## src/logic/t4p_pkg.sv

```systemverilog
// Purpose: shared constants and types of the timer 4 / 10-bit PWM register set
// Assumes: byte-wide registers in the extended special register space
// Notes: status, mask and PWM mode registers sit after the documented block
package t4p_pkg;
    // register offsets
    localparam logic [15:0] T4P_OFS_CTRL = 16'h1002;
    localparam logic [15:0] T4P_OFS_PER_LO = 16'h1008;
    localparam logic [15:0] T4P_OFS_PER_HI = 16'h1009;
    localparam logic [15:0] T4P_OFS_DA_LO = 16'h100A;
    localparam logic [15:0] T4P_OFS_DA_HI = 16'h100B;
    localparam logic [15:0] T4P_OFS_DB_LO = 16'h100C;
    localparam logic [15:0] T4P_OFS_DB_HI = 16'h100D;
    localparam logic [15:0] T4P_OFS_DC_LO = 16'h100E;
    localparam logic [15:0] T4P_OFS_DC_HI = 16'h100F;
    localparam logic [15:0] T4P_OFS_DLY_A = 16'h1010;
    localparam logic [15:0] T4P_OFS_DLY_B = 16'h1011;
    localparam logic [15:0] T4P_OFS_DLY_C = 16'h1012;
    localparam logic [15:0] T4P_OFS_CMP = 16'h1013;
    localparam logic [15:0] T4P_OFS_CAP = 16'h1014;
    localparam logic [15:0] T4P_OFS_CNT = 16'h1015;
    localparam logic [15:0] T4P_OFS_STAT = 16'h1016;
    localparam logic [15:0] T4P_OFS_MASK = 16'h1017;
    localparam logic [15:0] T4P_OFS_PWM_MODE = 16'h1018;

    // reset values
    localparam logic [7:0] T4P_CTRL_RST = 8'h00;
    localparam logic [9:0] T4P_PERIOD_RST = 10'h0FF;
    localparam logic [9:0] T4P_DUTY_RST = 10'h07F;
    localparam logic [7:0] T4P_DLY_RST = 8'h00;
    localparam logic [7:0] T4P_CMP_RST = 8'hFF;
    localparam logic [7:0] T4P_CAP_RST = 8'h00;
    localparam logic [7:0] T4P_CNT_RST = 8'h00;
    localparam logic [2:0] T4P_STAT_RST = 3'h0;

    // control field positions
    localparam int T4P_CASCADE_BIT = 7;
    localparam int T4P_MODE_BIT = 6;
    localparam int T4P_CONT_BIT = 5;
    localparam int T4P_START_BIT = 4;
    localparam int T4P_CKSEL_LSB = 0;
    localparam logic [3:0] T4P_CKSEL_T3 = 4'hF;

    // status / mask bit positions
    localparam int T4P_EV_MATCH = 0;
    localparam int T4P_EV_CAPTURE = 1;
    localparam int T4P_EV_PERIOD = 2;
    localparam int T4P_EV_NUM = 3;

    // width of the high period/duty field
    localparam int T4P_HI_BITS = 2;

    typedef struct packed {
        logic [15:0] addr;
        logic [7:0] wdata;
        logic wr;
        logic rd;
    } t4p_bus_req_t;

    typedef struct packed {
        logic cascade_width_select;
        logic capture_mode_select;
        logic count_continue;
        logic count_start_stop;
        logic [3:0] clock_source_select;
    } t4p_ctrl_t;
endpackage

```

## src/logic/t4p_timer4.sv

```systemverilog
// Purpose: timer 4 register set, 8-bit timer/capture and six-output 10-bit PWM
// Assumes: single clock; capture_pin is asynchronous; byte register port
// Notes: period/duty writes take effect at once; read data follow a read by one cycle
// What this block does
// RL1: hold 10-bit PWM period, high bits 1:0 plus low byte, reset 0x0FF.
// RL2: hold 10-bit channel A duty across high and low registers, reset 0x07F.
// RL3: hold 10-bit channel B duty across high and low registers, reset 0x07F.
// RL4: hold 10-bit channel C duty across high and low registers, reset 0x07F.
// RL5: each of six outputs has a 4-bit rising-edge delay, reset zero.
// RL6: readable writable 8-bit compare register for timer and capture, reset 0xFF.
// RL7: read-only capture register holds captured count, reset zero.
// RL8: read-only counter register shows the current count, reset zero.
// RL9: control bit 7 joins timers 3 and 4 into one 16-bit timer.
// RL10: mode bit: clear toggles output on match, set captures with match event.
// RL11: continue bit clear pauses counting and keeps the count.
// RL12: start/stop bit written zero stops the counter.
// RL13: start/stop bit written one clears the counter and starts counting.
// RL14: clock select divides system clock; code 1111 is timer 3 clock, cascade only.
// RL15: unused high bits of period and duty registers read zero, ignore writes.
//
// Local design decision: the address-and-strobe port.
`timescale 1ns/1ps
module t4p_timer4
    import t4p_pkg::*;
#(
    parameter int DIV_BITS = 14,
    parameter int DLY_BITS = 4
) (
    input wire logic clk, // system clock, 25 MHz
    input wire logic rst, // synchronous reset, high
    input wire logic ce, // clock enable, freezes all state when low
    input wire t4p_bus_req_t bus, // register request
    output logic [7:0] rdata, // read data, cycle after the read
    input wire logic t3_tick, // timer 3 clock enable
    input wire logic capture_pin, // asynchronous capture input
    output logic match_toggle_output, // toggles at compare match
    output logic pwm_out_a_first, // PWM channel A first output
    output logic pwm_out_a_second, // PWM channel A second output
    output logic pwm_out_b_first, // PWM channel B first output
    output logic pwm_out_b_second, // PWM channel B second output
    output logic pwm_out_c_first, // PWM channel C first output
    output logic pwm_out_c_second, // PWM channel C second output
    output logic irq // level interrupt
);
    t4p_ctrl_t ctrl;
    logic pwm_mode;
    logic [9:0] period;
    logic [9:0] duty [3];
    logic [7:0] dly [3];
    logic [7:0] compare;
    logic [7:0] captured;
    logic [7:0] count;
    logic [9:0] pwm_cnt;
    logic [T4P_EV_NUM-1:0] status;
    logic [T4P_EV_NUM-1:0] mask;
    logic [T4P_EV_NUM-1:0] events;
    logic [5:0] pwm_q;
    logic [5:0] target;
    logic [DLY_BITS-1:0] wait_cnt [6];
    logic cap_s1, cap_s2, cap_s3, cap_lvl;

    function automatic logic hit(input logic [15:0] a, input logic [15:0] ofs);
        return a == ofs;
    endfunction

    // write decode
    wire wr_ctrl = bus.wr && hit(bus.addr, T4P_OFS_CTRL);
    wire wr_per_lo = bus.wr && hit(bus.addr, T4P_OFS_PER_LO);
    wire wr_per_hi = bus.wr && hit(bus.addr, T4P_OFS_PER_HI);
    wire wr_cmp = bus.wr && hit(bus.addr, T4P_OFS_CMP);
    wire wr_stat = bus.wr && hit(bus.addr, T4P_OFS_STAT);
    wire wr_mask = bus.wr && hit(bus.addr, T4P_OFS_MASK);
    wire wr_mode = bus.wr && hit(bus.addr, T4P_OFS_PWM_MODE);
    wire start_wr1 = wr_ctrl && bus.wdata[T4P_START_BIT];
    wire [15:0] duty_lo_ofs [3] = '{T4P_OFS_DA_LO, T4P_OFS_DB_LO, T4P_OFS_DC_LO};
    wire [15:0] duty_hi_ofs [3] = '{T4P_OFS_DA_HI, T4P_OFS_DB_HI, T4P_OFS_DC_HI};
    wire [15:0] dly_ofs [3] = '{T4P_OFS_DLY_A, T4P_OFS_DLY_B, T4P_OFS_DLY_C};

    // timer clock
    logic tick;
    t4p_prescaler #(
        .DIV_BITS(DIV_BITS)
    ) u_presc (
        .clk(clk),
        .rst(rst),
        .ce(ce),
        .sel(ctrl.clock_source_select),
        .cascade(ctrl.cascade_width_select),
        .t3_tick(t3_tick),
        .tick(tick)
    );

    // counting runs only with start set and continue set
    wire running = ctrl.count_start_stop && ctrl.count_continue; // see RL11
    wire step = running && tick && !start_wr1;
    wire match = step && !pwm_mode && (count == compare);
    wire per_end = step && pwm_mode && (pwm_cnt == period);
    wire cap_edge = cap_s2 && cap_s3 && !cap_lvl;
    wire cap_take = cap_edge && ctrl.capture_mode_select && !pwm_mode; // see RL10

    assign events[T4P_EV_MATCH] = match;
    assign events[T4P_EV_CAPTURE] = cap_take;
    assign events[T4P_EV_PERIOD] = per_end;

    // control and configuration registers
    always_ff @(posedge clk) begin
        if (rst) begin
            ctrl <= T4P_CTRL_RST;
            pwm_mode <= 1'b0;
            period <= T4P_PERIOD_RST;
            compare <= T4P_CMP_RST;
            mask <= '0;
        end else if (ce) begin
            if (wr_ctrl) begin
                ctrl <= bus.wdata; // see RL9
            end
            if (wr_mode) begin
                pwm_mode <= bus.wdata[0];
            end
            if (wr_per_lo) begin
                period[7:0] <= bus.wdata; // see RL1
            end
            if (wr_per_hi) begin
                period[9:8] <= bus.wdata[T4P_HI_BITS-1:0]; // see RL15
            end
            if (wr_cmp) begin
                compare <= bus.wdata; // see RL6
            end
            if (wr_mask) begin
                mask <= bus.wdata[T4P_EV_NUM-1:0];
            end
        end
    end

    // duty and delay registers, one per channel
    always_ff @(posedge clk) begin
        if (rst) begin
            for (int i = 0; i < 3; i++) begin
                duty[i] <= T4P_DUTY_RST; // see RL2 see RL3 see RL4
                dly[i] <= T4P_DLY_RST; // see RL5
            end
        end else if (ce) begin
            for (int i = 0; i < 3; i++) begin
                if (bus.wr && hit(bus.addr, duty_lo_ofs[i])) begin
                    duty[i][7:0] <= bus.wdata;
                end
                if (bus.wr && hit(bus.addr, duty_hi_ofs[i])) begin
                    duty[i][9:8] <= bus.wdata[T4P_HI_BITS-1:0]; // see RL15
                end
                if (bus.wr && hit(bus.addr, dly_ofs[i])) begin
                    dly[i] <= bus.wdata;
                end
            end
        end
    end

    // 8-bit timer, clears at compare match
    always_ff @(posedge clk) begin
        if (rst) begin
            count <= T4P_CNT_RST;
            match_toggle_output <= 1'b0;
        end else if (ce) begin
            if (start_wr1) begin
                count <= '0; // see RL13
            end else if (match) begin
                count <= '0;
            end else if (step && !pwm_mode) begin
                count <= count + 1'b1; // see RL12
            end
            if (match && !ctrl.capture_mode_select) begin
                match_toggle_output <= !match_toggle_output; // see RL10
            end
        end
    end

    // 10-bit PWM counter, wraps after reaching the period
    always_ff @(posedge clk) begin
        if (rst) begin
            pwm_cnt <= '0;
        end else if (ce) begin
            if (start_wr1 || per_end) begin
                pwm_cnt <= '0;
            end else if (step && pwm_mode) begin
                pwm_cnt <= pwm_cnt + 1'b1; // see RL1
            end
        end
    end

    // capture input: three flops, a rise counts once the last two agree
    always_ff @(posedge clk) begin
        if (rst) begin
            cap_s1 <= 1'b0;
            cap_s2 <= 1'b0;
            cap_s3 <= 1'b0;
            cap_lvl <= 1'b0;
            captured <= T4P_CAP_RST;
        end else if (ce) begin
            cap_s1 <= capture_pin;
            cap_s2 <= cap_s1;
            cap_s3 <= cap_s2;
            if (cap_s2 == cap_s3) begin
                cap_lvl <= cap_s3;
            end
            if (cap_take) begin
                captured <= count; // see RL7
            end
        end
    end

    // sticky status: a new event wins over a write-one clear
    always_ff @(posedge clk) begin
        if (rst) begin
            status <= T4P_STAT_RST;
        end else if (ce) begin
            status <= (status & ~(wr_stat ? bus.wdata[T4P_EV_NUM-1:0] : '0)) | events;
        end
    end

    assign irq = |(status & mask);

    // first output follows duty, second its complement; delays hold back only rises
    generate
        for (genvar c = 0; c < 3; c++) begin : g_raw
            assign target[2*c] = pwm_mode && ctrl.count_start_stop && (pwm_cnt < duty[c]);
            assign target[2*c+1] = pwm_mode && ctrl.count_start_stop && !(pwm_cnt < duty[c]);
        end
    endgenerate

    function automatic logic [DLY_BITS-1:0] dly_of(input int i, input logic [7:0] r);
        return (i % 2 == 0) ? r[7:4] : r[3:0];
    endfunction

    always_ff @(posedge clk) begin
        if (rst) begin
            pwm_q <= '0;
            for (int i = 0; i < 6; i++) begin
                wait_cnt[i] <= '0;
            end
        end else if (ce) begin
            for (int i = 0; i < 6; i++) begin
                if (!target[i]) begin
                    pwm_q[i] <= 1'b0; // see RL5
                    wait_cnt[i] <= '0;
                end else if (!pwm_q[i]) begin
                    if (wait_cnt[i] >= dly_of(i, dly[i/2])) begin
                        pwm_q[i] <= 1'b1; // see RL5
                    end else if (tick) begin
                        wait_cnt[i] <= wait_cnt[i] + 1'b1;
                    end
                end
            end
        end
    end

    assign pwm_out_a_first = pwm_q[0];
    assign pwm_out_a_second = pwm_q[1];
    assign pwm_out_b_first = pwm_q[2];
    assign pwm_out_b_second = pwm_q[3];
    assign pwm_out_c_first = pwm_q[4];
    assign pwm_out_c_second = pwm_q[5];

    // read selection; unmapped addresses read zero
    wire [7:0] rd_sel =
        hit(bus.addr, T4P_OFS_CTRL) ? ctrl :
        hit(bus.addr, T4P_OFS_PER_LO) ? period[7:0] :
        hit(bus.addr, T4P_OFS_PER_HI) ? {6'h00, period[9:8]} : // see RL15
        hit(bus.addr, T4P_OFS_DA_LO) ? duty[0][7:0] :
        hit(bus.addr, T4P_OFS_DA_HI) ? {6'h00, duty[0][9:8]} :
        hit(bus.addr, T4P_OFS_DB_LO) ? duty[1][7:0] :
        hit(bus.addr, T4P_OFS_DB_HI) ? {6'h00, duty[1][9:8]} :
        hit(bus.addr, T4P_OFS_DC_LO) ? duty[2][7:0] :
        hit(bus.addr, T4P_OFS_DC_HI) ? {6'h00, duty[2][9:8]} :
        hit(bus.addr, T4P_OFS_DLY_A) ? dly[0] :
        hit(bus.addr, T4P_OFS_DLY_B) ? dly[1] :
        hit(bus.addr, T4P_OFS_DLY_C) ? dly[2] :
        hit(bus.addr, T4P_OFS_CMP) ? compare :
        hit(bus.addr, T4P_OFS_CAP) ? captured :
        hit(bus.addr, T4P_OFS_CNT) ? count : // see RL8
        hit(bus.addr, T4P_OFS_STAT) ? {5'h00, status} :
        hit(bus.addr, T4P_OFS_MASK) ? {5'h00, mask} :
        hit(bus.addr, T4P_OFS_PWM_MODE) ? {7'h00, pwm_mode} : 8'h00;

    // data only valid in the cycle after the read
    always_ff @(posedge clk) begin
        if (rst) begin
            rdata <= 8'h00;
        end else if (ce) begin
            rdata <= bus.rd ? rd_sel : 8'h00;
        end
    end

    // checks
    period_reset_a: assert property (@(posedge clk) // see RL1
        rst |=> (period == T4P_PERIOD_RST))
        else $error("period not 0x0FF after reset");
    duty_reset_a: assert property (@(posedge clk) // see RL2
        rst |=> (duty[0] == T4P_DUTY_RST && duty[1] == T4P_DUTY_RST
            && duty[2] == T4P_DUTY_RST && compare == T4P_CMP_RST))
        else $error("duty or compare reset value wrong");
    duty_b_write_a: assert property (@(posedge clk) disable iff (rst) // see RL3
        (ce && bus.wr && hit(bus.addr, T4P_OFS_DB_HI))
            |=> (duty[1][9:8] == $past(bus.wdata[1:0])))
        else $error("duty B high bits not stored");
    duty_c_read_a: assert property (@(posedge clk) disable iff (rst) // see RL4
        (ce && bus.rd && hit(bus.addr, T4P_OFS_DC_LO)) |=> (rdata == $past(duty[2][7:0])))
        else $error("duty C low readback wrong");
    fall_immediate_a: assert property (@(posedge clk) disable iff (rst) // see RL5
        (ce && !target[0]) |=> !pwm_out_a_first)
        else $error("first output fall was delayed");
    rise_delay_a: assert property (@(posedge clk) disable iff (rst) // see RL5
        (ce && $rose(target[1]) && dly[0][3:0] != 4'h0) |=> !pwm_out_a_second)
        else $error("second output rose without its delay");
    capture_ro_a: assert property (@(posedge clk) disable iff (rst) // see RL7
        (ce && bus.wr && hit(bus.addr, T4P_OFS_CAP) && !cap_take) |=> $stable(captured))
        else $error("capture register was written");
    count_read_a: assert property (@(posedge clk) disable iff (rst) // see RL8
        (ce && bus.rd && hit(bus.addr, T4P_OFS_CNT)) |=> (rdata == $past(count)))
        else $error("counter readback wrong");
    toggle_match_a: assert property (@(posedge clk) disable iff (rst) // see RL10
        (match && !ctrl.capture_mode_select) |=> (match_toggle_output != $past(match_toggle_output)))
        else $error("no toggle at compare match");
    pause_hold_a: assert property (@(posedge clk) disable iff (rst) // see RL11
        (!ctrl.count_continue && !wr_ctrl) |=> $stable(count))
        else $error("count moved while paused");
    stop_hold_a: assert property (@(posedge clk) disable iff (rst) // see RL12
        (ce && wr_ctrl && !bus.wdata[T4P_START_BIT]) ##1 (!wr_ctrl)[*2] |-> $stable(count))
        else $error("count moved after stop");
    start_clear_a: assert property (@(posedge clk) disable iff (rst) // see RL13
        (ce && start_wr1) |=> (count == 8'h00 && pwm_cnt == 10'h000))
        else $error("start did not clear the counter");
    cascade_sel_a: assert property (@(posedge clk) disable iff (rst) // see RL9
        (ce && wr_ctrl) |=> (ctrl.cascade_width_select == $past(bus.wdata[T4P_CASCADE_BIT])))
        else $error("cascade select not stored");
    high_zero_a: assert property (@(posedge clk) disable iff (rst) // see RL15
        (ce && bus.rd && hit(bus.addr, T4P_OFS_PER_HI)) |=> (rdata[7:2] == 6'h00))
        else $error("unused period bits read nonzero");
    compare_write_a: assert property (@(posedge clk) disable iff (rst) // see RL6
        (ce && wr_cmp) |=> (compare == $past(bus.wdata)))
        else $error("compare write not stored");
    period_low_a: assert property (@(posedge clk) disable iff (rst) // see RL1
        (ce && wr_per_lo) |=> (period[7:0] == $past(bus.wdata)))
        else $error("period low byte not stored");
    mode_sel_a: assert property (@(posedge clk) disable iff (rst) // see RL10
        (ce && wr_ctrl) |=> (ctrl.capture_mode_select == $past(bus.wdata[T4P_MODE_BIT])))
        else $error("mode select not stored");
endmodule

```

## src/logic/t4p_prescaler.sv

```systemverilog
// Purpose: timer clock-select tick generator from the system clock
// Assumes: the timer 3 clock arrives as a one-cycle enable on clk
// Notes: code n gives one tick every 2**n cycles, code 15 the timer 3 tick
`timescale 1ns/1ps
module t4p_prescaler
    import t4p_pkg::*;
#(
    parameter int DIV_BITS = 14
) (
    input wire logic clk, // system clock
    input wire logic rst, // synchronous reset, high
    input wire logic ce, // clock enable
    input wire logic [3:0] sel, // clock source code
    input wire logic cascade, // 16-bit cascade active
    input wire logic t3_tick, // timer 3 clock enable
    output logic tick // selected timer clock enable
);
    logic [DIV_BITS-1:0] div_cnt;
    logic [DIV_BITS-1:0] div_mask;
    logic div_hit;

    always_ff @(posedge clk) begin
        if (rst) begin
            div_cnt <= '0;
        end else if (ce) begin
            div_cnt <= div_cnt + 1'b1;
        end
    end

    assign div_mask = DIV_BITS'((1 << sel) - 1);
    assign div_hit = ((div_cnt & div_mask) == '0);
    // timer 3 clock is unusable while the timers run as two 8-bit halves
    assign tick = ce && ((sel == T4P_CKSEL_T3) ? (cascade && t3_tick) : div_hit); // see RL14

    t3_gated_a: assert property (@(posedge clk) disable iff (rst) // see RL14
        (sel == T4P_CKSEL_T3 && !cascade) |-> !tick)
        else $error("timer 3 clock used without cascade");
    div_rate_a: assert property (@(posedge clk) disable iff (rst) // see RL14
        (ce && sel == 4'h1 && tick) |=> (ce && $stable(sel)) |-> !tick)
        else $error("divide by two ticked twice in a row");
endmodule

```

## config.mk

```make
export PLATFORM = sky130hd
export DESIGN_NAME = t4p_timer4
export DESIGN_NICKNAME = d
export VERILOG_FILES = /design/src/logic/t4p_pkg.sv /design/src/logic/t4p_timer4.sv /design/src/logic/t4p_prescaler.sv
export SDC_FILE = /design/constraint.sdc
export NUM_CORES = 1
export LEC_CHECK = 0
export BUFFER_PORTS_ARGS = -buffer_cell sky130_fd_sc_hd__buf_2
export CORE_ASPECT_RATIO = 1.2
export CORE_MARGIN = 3
export CORE_UTILIZATION = 63
export CTS_CLUSTER_DIAMETER = 30
export CTS_CLUSTER_SIZE = 25
export DETAILED_ROUTE_END_ITERATION = 8
export HOLD_SLACK_MARGIN = 0.06
export PLACE_DENSITY = 0.82
export SETUP_SLACK_MARGIN = 0.3
export SYNTH_ARGS = -nofsm -noshare
export SYNTH_HDL_FRONTEND = slang
export SYNTH_SLANG_ARGS = --single-unit
```

## constraint.sdc

```tcl
create_clock -name clk -period 6.19 [get_ports clk]
set_input_delay 1.5475 -clock clk [delete_from_list [all_inputs] [get_ports clk]]
set_output_delay 1.5475 -clock clk [all_outputs]
set_load 0.02 [all_outputs]
```

---- Word-level counts from Yosys, hierarchy flattened ----
Memory sizes are Yosys's and may differ from the RTL's.
Index checks and enable logic that the tools add are counted.
storage, ports and cells
  register bits after elaboration ......... 92
  memory bits (writable) .................. 78
  input bits .............................. 31
  word-level logic and storage cells ...... 319
  memories ................................ 3
memory list
  name      depth  width  rd ports  clocked after Yosys merged registers in  wr ports  RTL line          RTL
  duty      3      10     3         0                                        3         t4p_timer4.sv:48  logic [9:0] duty [3];
  dly       3      8      3         0                                        3         t4p_timer4.sv:49  logic [7:0] dly [3];
  wait_cnt  6      4      6         0                                        6         t4p_timer4.sv:59  logic [DLY_BITS-1:0] wait_cnt [6];
operators by class
  add/sub/neg operators ................... 10
  order comparisons ....................... 9
  eq/ne operators ......................... 22
  shifts and indexed selects .............. 1
  muxes and demuxes ....................... 164
  bitwise operators ....................... 26
  reduce and logical (&&, ||, !) cells .... 62
operators by type and width
  operator                                                number
  equality test 16 x 13 -> 1 bit (second input constant)  18
  two-way mux 8 bit                                       25
  two-way mux 1 bit                                       119
  two-way mux 4 bit                                       12
  logical AND 1 bit                                       38
  less-than comparator 10 bit                             3
  adder 4 x 1 -> 4 bit (second input constant)            6
  greater-or-equal comparator 4 bit                       6
  AND reduction 2 bit                                     11
  bitwise OR 1 bit                                        21
  two-way mux 10 bit                                      2
  adder 14 x 1 -> 14 bit (second input constant)          1
  bitwise AND 14 bit                                      1
  zero test 14 bit                                        1
  left shift 1 x 4 -> 14 bit (first input constant)       1
  subtractor 14 x 2 -> 14 bit (second input constant)     1
  adder 10 x 1 -> 10 bit (second input constant)          1
  equality test 10 bit                                    1
  two-way mux 3 bit                                       3
  adder 8 x 1 -> 8 bit (second input constant)            1
  equality test 8 bit                                     1
  zero test 1 bit                                         8
  bitwise AND 3 bit                                       2
  two-way mux 2 bit                                       3
  other kinds (8)                                         8

---- Longest topological paths before layout ----
Gate-level depths: netlist of the first run.
  depth after elaboration ................. 20
  depth in mapped cells ................... 11

---- Modules after synthesis ----
From an unflattened synthesis of the first run, not the netlist that was laid out.
unflattened totals
  cells, all modules ...................... 1040
  area total of the unflattened synthesis .. 9645.5 µm²
by module, submodules not included
  module         times used  cells each  area an instance (µm²)  seq. area each (µm²)
  t4p_timer4     1           915         8659.6                  3903.7
  t4p_prescaler  1           125         985.9                   280.3

---- Worst setup path after synthesis of the first run ----
Ideal clock, no wire load.
  path kind ............................... input port to flip-flop
  start point ............................. input port bus[19] (netlist name)
  end point ............................... memory dly[2][0], in the netlist dly[0][16], enable pin
  library setup time ...................... 387 ps
  arrival ................................. 3200 ps
  data required time ...................... 5803 ps
  slack ................................... 2604 ps
  cell stages on the path ................. 5
  cell sequence ........................... nor4_1 nand4_1 nand2b_1 clkbuf_1 o31ai_1
RTL lines
  item             RTL line          RTL
  start, declared  t4p_timer4.sv:32  input wire t4p_bus_req_t bus,
  end, declared    t4p_timer4.sv:49

==> impl_metrics.ini, run 1 <==
[run_status]
status = finished, final reports clean

[floorplanning]
io_pins = 47
fp.dieArea_mm2 = 0.0169
placementRows = 48
die_y_um = 142
start_util = 0.657
fp.dieW_um = 119
coreArea_mm2 = 0.0147

[critical_path]
critPathKind = flip-flop to flip-flop
worstPathRequired_ps = 6310
startpoint_type = flip-flop
end_kind = flip-flop
arrival_ps = 4030
crit_fanout = 14

[timing]
tightest_slew_ps = 1250
period_share = 0.632
hold_viol = 0
max_slew_margin = 0.158
min_period_ps = 3910
tns_ps = 0
grt_setup_unrepaired = no
finClkSkew_ps = 8.36
layout_setup_ws_ps = 2280
setup_violations = 0
clock.fmax_ghz = 0.255
slew_violations = 0

[power]
power.share.clock = 0.447
seqPwrFrac = 0.486
p_int_uw = 1940
switching_power_uw = 584
swShare = 0.231
leakage_uw = 0.00447
p_comb_frac = 0.067
ir_drop_mv = 0.208
power_density_mw_per_mm2 = 237

[clock_tree]
post_cts_buffers = 0
path_clk_slew_ps = 70
clockBufferDepth = 2
cts_tree = yes
cts_root_buffer = clkbuf_16
cts.hold.buffers_added = 0
cts_buffers = 17
clkLatencyLatePin_ps = 430
cts_max_level = 4
cts_resized = 0
numClockSinks = 170

[final_layout]
layout.nets = 1175
fin_cells = 1295
drive_above_1_share = 0.101
area_delta_synth_final_pct = 10.1
fillCellCount = 1085
design_area_mm2 = 0.0106
diodes = 0

[logic_synthesis]
synth_edf_count = 78
yosysWarnings = 0
synth-seq-cells = 170
async_reset_ff_frac = 0
synthCells = 1053
syn-num-nets = 1146
syn-cell-area_mm2 = 0.00967
synth_cell_types = 70
postSynthAreaPerCell_um2 = 9.18
synth_flop_cell = dfxtp_1
yosysSeqAreaShare = 0.433

[route]
vias = 8241
drt_first_pass_iters = 6
drc = 0
drtAntennaViolNets = 0
avgViaCountPerCell = 6.36
drt-initial-drc-count = 1065
wl_per_cell_um = 20.1
wl_mm = 26.1

[placed_design]
gp_congestion = 1.04
place_hpwl_mm = 19.3
portBuffers = 46
place_ws_ps = 1990
placed_area_mm2 = 0.0100
place_inst = 1263

[worst_hold_path]
hold_class = flip-flop to flip-flop

[global_route]
first_global_vias = 7911
grt_max_degree = 55
antenna_found_initial = 0
grt-ovfl-total = 0
track_usage = 0.315
grt_first_pass_wirelength_mm = 41.6

[job]
cap_viol_max_count = 0
[placed cells by master, fill, tap and decap left out, types with 44 or more instances in the layout]
cell type,netlist,final
ha_1,62,62
inv_1,74,74
dfxtp_1,92,92
a21oi_1,62,62
edfxtp_1,78,78
nand3_1,51,51
nand2_1,125,125
buf_2,8,46
nor2_1,86,86
o21ai_0,44,44
[sequential cells by signal, indices dropped and copies added (netlist names), 6 cells and up]
| signal | cells |
|---|---|
| captured | 8 |
| compare | 8 |
| count | 8 |
| ctrl | 8 |
| dly | 24 |
| duty | 30 |
| period | 10 |
| pwm_cnt | 10 |
| pwm_q | 6 |
| rdata | 8 |
| u_presc.div_cnt | 14 |
| wait_cnt | 24 |
[through the flow]
stage | total power (uW) | hold slack [ps] | utilization
2_1_floorplan | 1350 | 441 | -
3_3_place_gp | 1410 | 455 | 0.681
3_5_place_dp | 1420 | 460 | 0.681
4_1_cts | 2520 | 473 | 0.724
5_1_grt | 2600 | 494 | 0.724
6_report | 2520 | 479 | 0.724
[path summary, 6_finish.rpt]
check | start | endpoint | slack (ps) | cells after the start
max reg2reg | ctrl[0]$_SDFFE_PP0P_ | wait_cnt[4][1]$_SDFFCE_PN0P_ | 2280 | 9
min reg2reg | rdata[4]$_SDFFE_PP0P_ | rdata[4]$_SDFFE_PP0P_ | 480 | 2
max | ctrl[0]$_SDFFE_PP0P_ | wait_cnt[4][1]$_SDFFCE_PN0P_ | 2280 | 9
min | rdata[4]$_SDFFE_PP0P_ | rdata[4]$_SDFFE_PP0P_ | 480 | 2
[kinds of logic after synthesis]
group,share of synthesized area
and+or+nand+nor,0.210
AOI/OAI and AO/OA,0.141
DFF,0.433
buffers and inverters,0.0457
adders and majority gates,0.0802
muxes,0.0540
xor gates and xnor gates,0.0362
[area by class of cell]
class	count	area, um^2	area share
Inverter	74	278	0.0261
Tap cell	200	250	0.0235
Multi-Input combinational cell	768	5040	0.474
Sequential cell	170	4180	0.393
Timing Repair Buffer	51	268	0.0251
Clock inverter	14	194	0.0182
Clock buffer	18	429	0.0403
[power by group through the flow]
stage	clock [uW]	combinational, uW	sequential [uW]
global placement	0	159	1250
detailed placement	0	164	1250
CTS	1130	167	1230
global route	1180	188	1230
floorplan	0	109	1240
finish	1130	170	1230
[layer usage]
metal  GRT usage  routed length [um]  vias up
met5           0                   0        -
met4       0.163                1390        0
met3      0.0746                2680      102
met2       0.506               12100      503
met1       0.396                9930     3809
li1            -                   -     3827
[cell usage after synthesis (10+ instances only)]
| master | number | area share |
|---|---|---|
| dfxtp_1 | 92 | 0.19 |
| edfxtp_1 | 78 | 0.24 |
| nand2_1 | 125 | 0.049 |
| nand2b_1 | 18 | 0.012 |
| a22oi_1 | 12 | 0.0093 |
| o21ai_0 | 44 | 0.023 |
| nor4_1 | 11 | 0.0071 |
| clkbuf_1 | 27 | 0.010 |
| o211ai_1 | 11 | 0.0085 |
| xnor2_1 | 16 | 0.014 |
| nor2_1 | 86 | 0.033 |
| ha_1 | 62 | 0.080 |
| a21o_1 | 24 | 0.019 |
| nor3_1 | 10 | 0.0052 |
| mux2i_1 | 42 | 0.043 |
| and3_1 | 20 | 0.013 |
| and2_1 | 16 | 0.010 |
| a21oi_1 | 62 | 0.032 |
| or3_1 | 13 | 0.0084 |
| xor2_1 | 24 | 0.022 |
| nand4_1 | 15 | 0.0097 |
| nand3_1 | 51 | 0.026 |
| or2_2 | 11 | 0.0071 |
| inv_1 | 74 | 0.029 |
[critical path: stages (launching register included)]
cell,delay [ps]
dfxtp_1,620
or4b_2,630
ha_1,270
and2_1,180
o2111ai_1,180
nand4b_1,190
or3_4,440
a211oi_4,470
nand4_1,320
nand3_1,280
Note: power is estimated with default switching activity, not from simulation.
==> inputs of run 2 (changes only) <==
CORE_UTILIZATION = 62   (was 63)
PLACE_DENSITY = 0.8   (was 0.82)
clock period = 3.7 ns   (was 6.19 ns; I/O delays follow)
==> run 2 against run 1 <==
Effect of this change: fmax is 17% higher; via count is 0.55% higher; utilization is 0.65 points lower; cell area is 2.0% higher; critical endpoint is now count[5]$_SDFFE_PP0P_; largest cell class unchanged; highest routed layer unchanged.
==> impl_metrics.ini, run 2 (same netlist as run 1, synthesis figures left out) <==
[final_layout]
final_common_cell = nand2_1
final_cell_mix = nand2_1 (125), dfxtp_1 (90), nor2_1 (86)
layout.nets = 1205
drive_above_1_share = 0.133
design_area_mm2 = 0.0109
top_register = duty
top_regs = duty: 30 flops, dly: 24 flops, wait_cnt: 24 flops
area_delta_synth_final_pct = 12.3
utilization = 0.717
diodes = 0
largest_reg_flops = 30

[global_route]
grt_max_degree = 42
grt_first_pass_wirelength_mm = 40.8
track_usage = 0.305
first_global_vias = 7676
grt-ovfl-total = 0
antenna_found_initial = 0

[timing]
hold_viol = 0
grt_setup_unrepaired = no
max_slew_margin = 0.541
period_share = 0.901
min_period_ps = 3330
clock.fmax_ghz = 0.300
finClkSkew_ps = 9.80
setup_violations = 0
slew_violations = 0
tns_ps = 0
tightest_slew_ps = 683

[route]
drt-met1-wl_mm = 10.4
drtAntennaViolNets = 0
avgViaCountPerCell = 6.23
wl_per_cell_um = 19.4
top_layer_used = met4
drt-initial-drc-count = 1088
wl_mm = 25.8
wl_met2_mm = 11.6
wl_met3_mm = 2.46
vias = 8286
drt_first_pass_iters = 5
drc = 0

[placed_design]
gp_congestion = 0.977
portBuffers = 46
placed_area_mm2 = 0.0102
place_hpwl_mm = 19.1

[floorplanning]
coreArea_mm2 = 0.0151
fp.dieArea_mm2 = 0.0171
start_util = 0.639
fp.dieW_um = 120
die_y_um = 143
placementRows = 49
io_pins = 47

[critical_path]
startpoint_type = flip-flop
worstPathRequired_ps = 4020
critPathKind = flip-flop to flip-flop
crit_fanout = 15
cpMostUsedCell = buf_4
crit_path_top_delay_cell = nor4_1
max_stage_delay_ps = 650
end_kind = flip-flop
worstPathCellList = buf_4 > or4_1 > ha_4 > and2_1 > o2111ai_1 > nand4b_1 > nor4_1 > buf_4 > nor2_1 > o21a_1 > a211o_1
cp_num_buf_inv = 2
arrival_ps = 3650
path_delay_family = simple AND/OR/NAND/NOR gates

[job]
cap_viol_max_count = 0

[power]
leakage_uw = 0.00459
power_density_mw_per_mm2 = 365
ir_drop_mv = 0.243

[worst_hold_path]
hold_class = flip-flop to flip-flop

[run_status]
status = finished, final reports clean

[clock_tree]
clkLatencyLatePin_ps = 430
cts_max_level = 4
cts_root_buffer = clkbuf_16
cts.hold.buffers_added = 0
clockBufferDepth = 2
cts_buffers = 17
path_clk_slew_ps = 60
cts_tree = yes
numClockSinks = 170
-- run 2: cell count changes in the layout (fill, tap and decap cells not counted), sizes merged --
cell	change
inv	-1
clkinv	+2
clkinvlp	+3
bufinv	-4
buf	+30
-- run 2: per-layer routing --
layer	up-vias	track usage
li1	3892	-
met1	3824	0.409
met2	489	0.481
met3	81	0.0523
met4	0	0.154
met5	-	0
-- run 2: layout make-up --
cell class / count / area, um^2
Multi-Input combinational cell: 768 / 5090
Fill cell: 1162 / 4290
Sequential cell: 170 / 4190
Timing Repair Buffer: 81 / 505
Clock buffer: 18 / 439
Inverter: 74 / 278
Tap cell: 204 / 255
Clock inverter: 14 / 98.8
-- run 2: timing repair --
item,in CTS,in global routing
resized for setup,5,7
setup endpoints to repair,27,32
pin swaps,1,5
buffers inserted,1,5
-- run 2: stage by stage --
step / hold slack, ps / power, uW / setup slack (ps) / cells
6_report: 477 / 3960 / 366 / 1329
5_1_grt: 497 / 4090 / 261 / 1329
4_1_cts: 471 / 3960 / 312 / 1324
3_5_place_dp: 461 / 2370 / 114 / 1291
3_3_place_gp: 458 / 2360 / 225 / 1291
2_1_floorplan: 441 / 2260 / 384 / 1053
-- run 2: report_power, final --
part | leakage, uW | switching (uW) | internal (uW)
Combinational | 0.00281 | 181 | 109
Clock | 0.000240 | 743 | 873
Sequential | 0.00154 | 45.0 | 2010
Total | 0.00459 | 970 | 2990
-- run 2: worst register-to-register path: stages (launching register included) --
cell	delay (ps)
dfxtp_1	320
buf_4	180
or4_1	470
ha_4	220
and2_1	150
o2111ai_1	180
nand4b_1	200
nor4_1	650
buf_4	230
nor2_1	130
o21a_1	230
a211o_1	270
-- run 2: final timing paths --
kind	from	end	slack, ps	cells past startpoint
max	ctrl[3]$_SDFFE_PP0P_	count[5]$_SDFFE_PP0P_	370	11
min	rdata[4]$_SDFFE_PP0P_	rdata[4]$_SDFFE_PP0P_	480	2
max reg2reg	ctrl[3]$_SDFFE_PP0P_	count[5]$_SDFFE_PP0P_	370	11
min reg2reg	rdata[4]$_SDFFE_PP0P_	rdata[4]$_SDFFE_PP0P_	480	2
==> inputs of run 3 (changes only) <==
ABC_AREA = 1   (was unset)
==> run 3 against run 2 <==
Effect of this change: area after synthesis shrank 0.14%; synthesized cell count increased by 16%; worst hold slack worse by 2.8 ps; highest routed layer unchanged.
==> impl_metrics.ini, run 3 <==
[run_status]
status = finished, final reports clean

[final_layout]
area_delta_synth_final_pct = 12.1
fillCellCount = 1242
final_cell_mix = nand2_1 (213), inv_1 (189), nor2_1 (143)
final-seq-area_mm2 = 0.00418
final_common_cell = nand2_1
diodes = 0
top_regs = duty: 30 flops, dly: 24 flops, wait_cnt: 24 flops
drive_above_1_share = 0.102
top_register = duty
largest_reg_flops = 30
layout.nets = 1371
multi_input_area_mm2 = 0.00462
fin_cells = 1495

[logic_synthesis]
synth_edf_count = 78
synth_cell_types = 41
syn-cell-area_mm2 = 0.00966
synthTopCellsByCount = nand2_1 (213), inv_1 (189), nor2_1 (143), dfxtp_1 (92), a21oi_1 (84)
async_reset_ff_frac = 0
yosysWarnings = 0
synthAdderAreaFrac = 0.0803
synth-xor-area-share = 0.0299
syn-num-nets = 1313
synth-compound-area-share = 0.129
synth_top_area_frac = 0.243
postSynthAreaPerCell_um2 = 7.91
synthCells = 1220
synth-seq-cells = 170
synth_top_area_cell = edfxtp_1
synth_top_family_by_area = simple AND/OR/NAND/NOR gates
yosysMostFrequentCell = nand2_1
synthTopCellsByArea = edfxtp_1 (24%), dfxtp_1 (19%), nand2_1 (8.3%), ha_1 (8.0%), inv_1 (7.3%)
yosys.area_share.simple = 0.239
synth_flop_cell = dfxtp_1
synth_mux_area_frac = 0
yosysSeqAreaShare = 0.433

[floorplanning]
die_y_um = 143
placementRows = 49
coreArea_mm2 = 0.0151
start_util = 0.638
fp.dieW_um = 120
io_pins = 47
fp.dieArea_mm2 = 0.0171

[power]
p_comb_frac = 0.056
power.share.clock = 0.462
seqPwrFrac = 0.482
swShare = 0.226
ir_drop_mv = 0.354
power_density_mw_per_mm2 = 392
p_int_uw = 3290
leakage_uw = 0.00464
switching_power_uw = 959

[critical_path]
max_stage_delay_ps = 460
worstPathCellList = inv_2 > nand2_1 > nor2_1 > inv_2 > ha_1 > inv_1 > nor3_1 > nor3_1 > nor4_2 > nand4_1 > nand2_1 > nand2_2 > nor2_1 > buf_4 > nand3_1 > o211ai_1
startpoint_type = flip-flop
r2r-end = wait_cnt[2][1]$_SDFFCE_PN0P_
crit_path_top_delay_cell = dfxtp_1
crit_fanout = 7
worstPathRequired_ps = 3800
reg2regPathDepth = 16
end_kind = flip-flop
arrival_ps = 3050
r2r_start = ctrl[1]$_SDFFE_PP0P_
cp_num_buf_inv = 4
path_delay_family = simple AND/OR/NAND/NOR gates
critPathKind = flip-flop to flip-flop
regToRegSetupSlack_ps = 750

[timing]
max_slew_margin = 0.580
tns_ps = 0
slew_violations = 0
period_share = 0.797
hold_viol = 0
tightest_slew_ps = 629
grt_setup_unrepaired = no
finClkSkew_ps = 10.7
setup_violations = 0
clock.fmax_ghz = 0.339
min_period_ps = 2950

[clock_tree]
clockBufferDepth = 2
cts_buffers = 17
post_cts_buffers = 0
cts_tree = yes
cts_max_level = 4
numClockSinks = 170
path_clk_slew_ps = 70
cts_root_buffer = clkbuf_16
clkLatencyLatePin_ps = 440
cts.hold.buffers_added = 0
cts_resized = 0

[route]
wl_mm = 26.1
avgViaCountPerCell = 5.78
drtAntennaViolNets = 0
drt-initial-drc-count = 969
drt_first_pass_iters = 6
vias = 8646
wl_per_cell_um = 17.5
drc = 0

[global_route]
first_global_vias = 8331
track_usage = 0.315
grt-ovfl-total = 0
grt_first_pass_wirelength_mm = 42.3
grt_max_degree = 44
antenna_found_initial = 0

[placed_design]
gp_congestion = 0.974
portBuffers = 46
place_hpwl_mm = 19.3
place_inst = 1463

[worst_hold_path]
min_delay_path_depth = 2
hold_path_startpoint = captured[7]$_SDFFE_PP0P_
min_to = captured[7]$_SDFFE_PP0P_
hold_class = flip-flop to flip-flop

[job]
cap_viol_max_count = 0
==> run 3: final cells by class <==
cell class              instances  share of cell area
flip-flops and latches        170               0.387
inverters                     196              0.0682
repair buffers                 64              0.0349
well taps                     204              0.0236
clock inverters                14              0.0201
clock buffers                  18              0.0397
multi-input cells             829               0.427
==> run 3: stage by stage <==
step	area (um^2)	util	worst slack, ps	hold WS (ps)	total power, uW
6_report	10800	0.714	751	474	4250
5_1_grt	10800	0.714	451	493	4360
4_1_cts	10800	0.714	796	474	4240
3_5_place_dp	10200	0.672	435	461	2320
3_3_place_gp	10200	0.672	527	455	2310
2_1_floorplan	9660	-	838	425	2220
==> run 3: logic make-up after synthesis <==
family	count (synthesis)
simple gates	522
buf+inv	221
fa+ha+maj	62
xor+xnor	33
flops	170
compound gates	212
==> run 3: power groups by stage <==
stage                     Clock (uW)  Sequential [uW]  Combinational, uW
after floorplan                    0             2070                145
after CTS                       1960             2040                236
final                           1960             2050                238
after global placement             0             2080                223
after global routing            2040             2050                269
after detailed placement           0             2080                233
==> run 3: worst max-delay path by stage <==
| stage | from | to | slack [ps] | depth (start not counted) |
|---|---|---|---|---|
| finish | ctrl[1]$_SDFFE_PP0P_ | wait_cnt[2][1]$_SDFFCE_PN0P_ | 750 | 16 |
| global route | ctrl[1]$_SDFFE_PP0P_ | wait_cnt[0][2]$_SDFFCE_PN0P_ | 450 | 16 |
| CTS | ctrl[1]$_SDFFE_PP0P_ | wait_cnt[2][0]$_SDFFCE_PN0P_ | 800 | 16 |
| detailed placement | bus[19] | pwm_cnt[6]$_SDFFE_PP0P_ | 440 | 14 |
| global placement | bus[19] | pwm_cnt[8]$_SDFFE_PP0P_ | 530 | 14 |
| floorplan | bus[19] | dly[0][16]$_DFFE_PP_ | 840 | 7 |
==> run 3: worst reg2reg max path, cell delays in order, from the launching register on <==
cell and delay [ps]:
dfxtp_1 460, inv_2 130, nand2_1 160, nor2_1 80, inv_2 60, ha_1 180, inv_1 60, nor3_1 190
nor3_1 80, nor4_2 140, nand4_1 170, nand2_1 110, nand2_2 90, nor2_1 100, buf_4 190, nand3_1 170
o211ai_1 250
==> run 3: routing by layer <==
layer | part of all wire | track usage | wire length [um] | vias to the layer above
met5 | 0 | 0 | 0 | -
met4 | 0.036 | 0.118 | 950 | 0
met3 | 0.082 | 0.0602 | 2150 | 78
met2 | 0.48 | 0.533 | 12400 | 399
met1 | 0.41 | 0.402 | 10600 | 3954
li1 | - | - | - | 4215
